<file path="config.mk">
export PLATFORM = sky130hd
export DESIGN_NAME = ict_timer
export DESIGN_NICKNAME = d
export VERILOG_FILES = /design/src/inc/ict_pkg.sv /design/src/rtl/ict_timer.sv
export VERILOG_INCLUDE_DIRS = /design/src /design/src/inc
export SDC_FILE = /design/constraint.sdc
export NUM_CORES = 1
export LEC_CHECK = 0
export ABC_AREA = 1
export BUFFER_PORTS_ARGS = -buffer_cell sky130_fd_sc_hd__buf_2
export CAP_MARGIN = 25
export CORE_UTILIZATION = 47
export CTS_BUF_LIST = sky130_fd_sc_hd__clkbuf_8
export DETAILED_ROUTE_END_ITERATION = 8
export PLACE_DENSITY_LB_ADDON = 0.1
export SKIP_LAST_GASP = 1
export SYNTH_ARGS = -nofsm -noshare
export SYNTH_HDL_FRONTEND = slang
export SYNTH_SLANG_ARGS = --single-unit
</file>
<file path="constraint.sdc">
create_clock -name ref_clk_i -period 2.9 [get_ports ref_clk_i]
set_input_delay 0.58 -clock ref_clk_i [delete_from_list [all_inputs] [get_ports ref_clk_i]]
set_output_delay 0.58 -clock ref_clk_i [all_outputs]
set_load 0.005 [all_outputs]
</file>
<file path="src/inc/ict_cfg.svh">
// Purpose: timing constants for the instruction cycle timer
// Assumes: 40 MHz core clock, one count per processor cycle
// Notes: counts are processor cycles, not ns
`ifndef ICT_CFG_SVH
`define ICT_CFG_SVH
`define ICT_FRAME_SETUP_BASE 8'h0F
`define ICT_FRAME_SETUP_PER 8'h04
`define ICT_FRAME_DROP_BASE 8'h0A
`define ICT_FRAME_DROP_PER 8'h01
`define ICT_PIN_BW_INDIR 8'h02
`define ICT_PIN_BW_DIR 8'h01
`define ICT_PIN_L_INDIR 8'h03
`define ICT_PIN_L_DIR 8'h02
`define ICT_BUMP_CYC 8'h04
`define ICT_STEP_BW 8'h0B
`define ICT_STEP_L 8'h0C
`define ICT_REP_BW_BASE 8'h03
`define ICT_REP_L_BASE 8'h04
`define ICT_REP_PER 8'h08
`define ICT_BOUND_W 8'h13
`define ICT_BOUND_L 8'h1B
`endif

</file>
<file path="src/inc/ict_pkg.sv">
// Purpose: types for the instruction cycle timer
// Assumes: nothing
// Notes: opcode codes are local to this block
package ict_pkg;
    typedef enum logic [2:0] {
        ICT_OP_FRAME_SETUP = 3'h0,
        ICT_OP_FRAME_DROP = 3'h1,
        ICT_OP_PORT_READ = 3'h2,
        ICT_OP_ATOMIC_BUMP = 3'h3,
        ICT_OP_PORT_READ_DOWN = 3'h4,
        ICT_OP_PORT_READ_UP = 3'h5,
        ICT_OP_PORT_READ_REPEAT = 3'h6,
        ICT_OP_ARRAY_BOUND = 3'h7
    } ict_op_type;
    typedef enum logic [2:0] {
        ICT_ST_IDLE = 3'b001,
        ICT_ST_COUNT = 3'b010,
        ICT_ST_DONE = 3'b100
    } ict_state_type;
    typedef struct packed {
        ict_state_type st;
        logic [11:0] cnt;
        logic [7:0] iter;
        logic [7:0] per;
        logic busy;
        logic done;
        logic miss;
        logic [11:0] total;
    } ict_regs_type;
endpackage : ict_pkg

</file>
<file path="src/rtl/ict_timer.sv">
// Purpose: counts out the execution cycles of frame, port-read, bump and bound ops
// Assumes: start_i is a one-cycle pulse taken only while busy_o is low
// Notes: the repeat form adds its per-iteration cost plus waits on every iteration
//
// How it works
// - frame setup 15 plus 4 per register
// - frame teardown 10 plus 1 per register
// - port read 2/1 or 3/2 plus access
// - atomic bump 4 cycles plus mode cycles, counted as miss
// - down step read 11/12 plus waits
// - up step read 11/12 plus waits
// - repeat read 3/4 plus 8 and waits per iteration
// - array bound 19 word, 27 longword, plus mode cycles
`timescale 1ns/100ps
`include "ict_cfg.svh"
module ict_timer
    import ict_pkg::*;
(
    input wire logic ref_clk_i,
    input wire logic rst_n_i,
    input wire logic start_i,
    input wire ict_op_type op_i,
    input wire logic long_i,
    input wire logic indirect_i,
    input wire logic [7:0] count_i,
    input wire logic [3:0] wait_i,
    input wire logic [3:0] mode_cyc_i,
    output logic busy_o,
    output logic done_o,
    output logic miss_o,
    output logic [11:0] total_o
);
    ict_regs_type r;
    ict_regs_type r_nxt;
    logic [11:0] base;
    logic [7:0] per;

    // base part and per-iteration part of the count
    always_comb begin
        base = 12'h000;
        per = 8'h00;
        case (op_i)
            ICT_OP_FRAME_SETUP: begin
                base = {4'h0, `ICT_FRAME_SETUP_BASE} + {2'h0, count_i, 2'h0};
            end
            ICT_OP_FRAME_DROP: begin
                base = {4'h0, `ICT_FRAME_DROP_BASE} + {4'h0, count_i};
            end
            ICT_OP_PORT_READ: begin
                if (long_i) begin
                    base = {4'h0, indirect_i ? `ICT_PIN_L_INDIR : `ICT_PIN_L_DIR};
                end else begin
                    base = {4'h0, indirect_i ? `ICT_PIN_BW_INDIR : `ICT_PIN_BW_DIR};
                end
                base = base + {8'h00, wait_i};
            end
            ICT_OP_ATOMIC_BUMP: begin
                base = {4'h0, `ICT_BUMP_CYC} + {8'h00, mode_cyc_i};
            end
            ICT_OP_PORT_READ_DOWN, ICT_OP_PORT_READ_UP: begin
                base = {4'h0, long_i ? `ICT_STEP_L : `ICT_STEP_BW} + {8'h00, wait_i};
            end
            ICT_OP_PORT_READ_REPEAT: begin
                base = {4'h0, long_i ? `ICT_REP_L_BASE : `ICT_REP_BW_BASE};
                per = `ICT_REP_PER + {4'h0, wait_i};
            end
            ICT_OP_ARRAY_BOUND: begin
                base = {4'h0, long_i ? `ICT_BOUND_L : `ICT_BOUND_W} + {8'h00, mode_cyc_i};
            end
            default: begin
                base = 12'h000;
            end
        endcase
    end

    always_comb begin
        r_nxt = r;
        r_nxt.done = 1'b0;
        case (r.st)
            ICT_ST_IDLE: begin
                if (start_i) begin
                    r_nxt.st = ICT_ST_COUNT;
                    r_nxt.busy = 1'b1;
                    r_nxt.miss = (op_i == ICT_OP_ATOMIC_BUMP);
                    r_nxt.per = per;
                    // repeat form with zero iterations still runs its base cycles
                    r_nxt.iter = (op_i == ICT_OP_PORT_READ_REPEAT) ? count_i : 8'h00;
                    r_nxt.cnt = (base == 12'h000) ? 12'h001 : base;
                    r_nxt.total = 12'h000;
                end
            end
            ICT_ST_COUNT: begin
                r_nxt.total = r.total + 12'h001;
                if (r.cnt > 12'h001) begin
                    r_nxt.cnt = r.cnt - 12'h001;
                // the last base cycle reloads the per-iteration count, so no cycle is lost between iterations
                end else if (r.iter != 8'h00) begin
                    r_nxt.iter = r.iter - 8'h01;
                    r_nxt.cnt = {4'h0, r.per};
                end else begin
                    r_nxt.st = ICT_ST_DONE;
                end
            end
            ICT_ST_DONE: begin
                r_nxt.st = ICT_ST_IDLE;
                r_nxt.busy = 1'b0;
                r_nxt.done = 1'b1;
            end
            default: begin
                r_nxt.st = ICT_ST_IDLE;
                r_nxt.busy = 1'b0;
            end
        endcase
    end

    always_ff @(posedge ref_clk_i) begin
        if (!rst_n_i) begin
            r <= '{st: ICT_ST_IDLE, cnt: 12'h000, iter: 8'h00, per: 8'h00,
                   busy: 1'b0, done: 1'b0, miss: 1'b0, total: 12'h000};
        end else begin
            r <= r_nxt;
        end
    end

    assign busy_o = r.busy;
    assign done_o = r.done;
    assign miss_o = r.miss;
    assign total_o = r.total;

    // helper: latched request for checks
    // taken on the same edge as the start, so it holds the count of the op in flight
    logic [11:0] exp_r;
    always_ff @(posedge ref_clk_i) begin
        if (!rst_n_i) begin
            exp_r <= 12'h000;
        end else if (start_i && !r.busy) begin
            exp_r <= (op_i == ICT_OP_PORT_READ_REPEAT) ? base + 12'(count_i) * 12'(per) : base;
        end
    end
endmodule : ict_timer

</file>
==> metrics.txt <==
worst hold path class flip-flop to flip-flop; Starting Density 0.490; CP Cell Sequence buf_2 > inv_1 > ha_1 > inv_1 > ha_1 > inv_1 > fa_1 > inv_1 > nand2_1 > nand2_1 > nor2_1 > nor2_1 > nand3_1 > nor2_1 > nand3_1 > nor2_1 > nand2_1 > nand2_1 > nand2_1 > a21oi_1; maximum VDD drop 0.253 mV; f_max 0.417 GHz; WP data required 3.13 ns; critical path type input port to flip-flop; post-layout min period 2.40 ns; Mapped Cells 534; DIE AREA 7470 um^2; antenna cells 0; Die Height 86.4 um; max-cap violations 0; fin crit share 0.827; H-tree depth 2; Reg2Reg Depth 9; vias 3360; drc violations 0; fin area 3610 um^2; Pwr Density 420 nW/um^2; Die X-Extent 86.4 um; critical-path maximum fanout 4; setup ws final 0.502 ns; Post-Syn Area 3350 um^2; Synth top area share 0.257; Global Route Usage Sum 0.236; DRT antenna net count 0; Filler cells 746; CP dominant cell by count nand2_1; Area after DPL 3520 um^2; Setup-failing EPs final 0; largest net degree at the start of global routing 25; YS warnings 0; CTS max path bufs 2; drt via density 5.13; postcts setup bufs 0; crit start category input port; CTS tree built; CTS resizes 0; hold path cells 1; largest cells by area after synthesis dfxtp_1 26%, nand2_1 14%, inv_1 7.8%; FP Rows 30; RSZ-0062 raised after global routing no; Hold Path End done_o$_SDFF_PN0_; most common cell after layout, fill and taps aside nand2_1; pre-CTS setup slack 0.205 ns; status complete, no violations; GR Overflow Total 0; ys flop type dfxtp_1; arrival time worst endpoint 2.63 ns; Seq/Total Area, Yosys 0.257; Max stage delay on crit path 0.38 ns; worst-margin pin slew 0.790 ns; nets@finish 600; initial antenna violation count 0; slowest stage cell, crit path fa_1; Synth Net Count 576; RR Endpoint r[33]$_SDFFE_PN0P_; first-pass GRT wire length 14000 um; most frequent cells in the layout 127 x nand2_1, 71 x inv_1, 63 x nor2_1; count of input and output buffers 38; initial drt markers 182; Final Hold Fails 0; setup TNS 0 ns; hpwl dp 6260 um; fin. max-slew vios 0; Seq cells post-synth 43; leading area contributor after synthesis dfxtp_1; Sink Count 43; max_slew headroom 0.473; IO Pins 39; post-synth cell types 39; share of cells above drive strength 1 0.129; CTS clk-pin slew, worst paths 0.08 ns; vias in the first global route 3033; Leak 1.70 nW; P&R area growth vs syn 7.66%; Post-synth ARST share 0; drt first pass iters 5; Max Clock Skew 0.0135 ns; CTS Root Cell clkbuf_8; r2r setup slk 0.66 ns; routed wire length 8110 um; Routability Congestion 0.939; Critical Path End Type flip-flop; EDFF count, synth 0; Num CTS Buffers 5; drt wl/cell 12.4 um; cts hold-fix bufs 0; Core Area 6830 um^2; Worst-Skew Late Latency 0.31 ns; syn_area_per_cell 6.27 um^2; hold wc startpoint r[44]$_SDFFE_PN0P_; r2r startpoint r[31]$_SDFFE_PN0P_
## final cells by class
| cell class | instances | area [um^2] | share of cell area |
|---|---|---|---|
| Clock buffer | 5 | 68.8 | 0.0191 |
| Clock inverter | 3 | 16.3 | 0.00451 |
| Inverter | 74 | 278 | 0.0770 |
| Multi-Input combinational cell | 393 | 2050 | 0.568 |
| Sequential cell | 43 | 861 | 0.239 |
| Tap cell | 96 | 120 | 0.0333 |
| Timing Repair Buffer | 41 | 213 | 0.0590 |
## worst max-delay path: cells and delay by family
family | cells | cell delay (ns)
compound gates | 1 | 0.12
fa+ha+maj | 3 | 0.82
buf+inv | 5 | 0.38
simple gates | 11 | 0.73
## logic make-up (layout without fill, tap and decap cells)
logic type                 count (synthesis)  in the layout  synth area share
AOI/OAI and AO/OA                        107            107             0.179
buffers and inverters                     98            123             0.131
and+or+nand+nor                          262            262             0.345
xor gates and xnor gates                   6              6            0.0157
DFF                                       43             43             0.257
adders and majority gates                 18             18            0.0717
## state kept, by name, indices dropped and copies added, names as in the netlist
register / count
r: 28
total_o: 12
busy_o: 1
done_o: 1
miss_o: 1
## metrics by stage
step | hold WS (ns) | util | total power [mW] | instances
finish | 0.422 | 0.528 | 1.52 | 655
global route | 0.448 | 0.528 | 1.63 | 655
CTS | 0.424 | 0.528 | 1.53 | 655
detailed placement | 0.412 | 0.515 | 1.15 | 647
global placement | 0.411 | 0.515 | 1.14 | 647
floorplan | 0.399 | - | 1.04 | 534
## worst max-delay path by stage
stage,from,to,cells after the start
CTS,long_i,r[31]$_SDFFE_PN0P_,20
detailed placement,long_i,r[31]$_SDFFE_PN0P_,20
global placement,long_i,r[31]$_SDFFE_PN0P_,20
global route,long_i,r[31]$_SDFFE_PN0P_,20
floorplan,long_i,r[31]$_SDFFE_PN0P_,19
finish,long_i,r[31]$_SDFFE_PN0P_,20
## cells in the mapped netlist, types with 5 or more instances
master and count:
nor3_1 5, inv_1 70, a31oi_1 15, nor2_1 63, o21ai_0 38, o21ai_1 5
nand2_1 127, ha_1 16, a21oi_1 31, or2_2 6, clkbuf_1 5, a211oi_1 5
nand3_1 43, buf_4 14, dfxtp_1 43
## routing by layer
layer	track usage	part of all wire
met4	0.0500	0.010
met2	0.398	0.46
met1	0.316	0.49
met3	0.0400	0.038
met5	0	0
## power breakdown
part           leakage (nW)  total (mW)  switching [mW]  internal [mW]
combinational          1.30       0.471           0.303          0.168
sequential            0.350       0.662          0.0355          0.627
clock                0.0453       0.383           0.218          0.165
total                  1.70        1.52           0.557          0.960
Note: power is estimated with default switching activity, not from simulation.
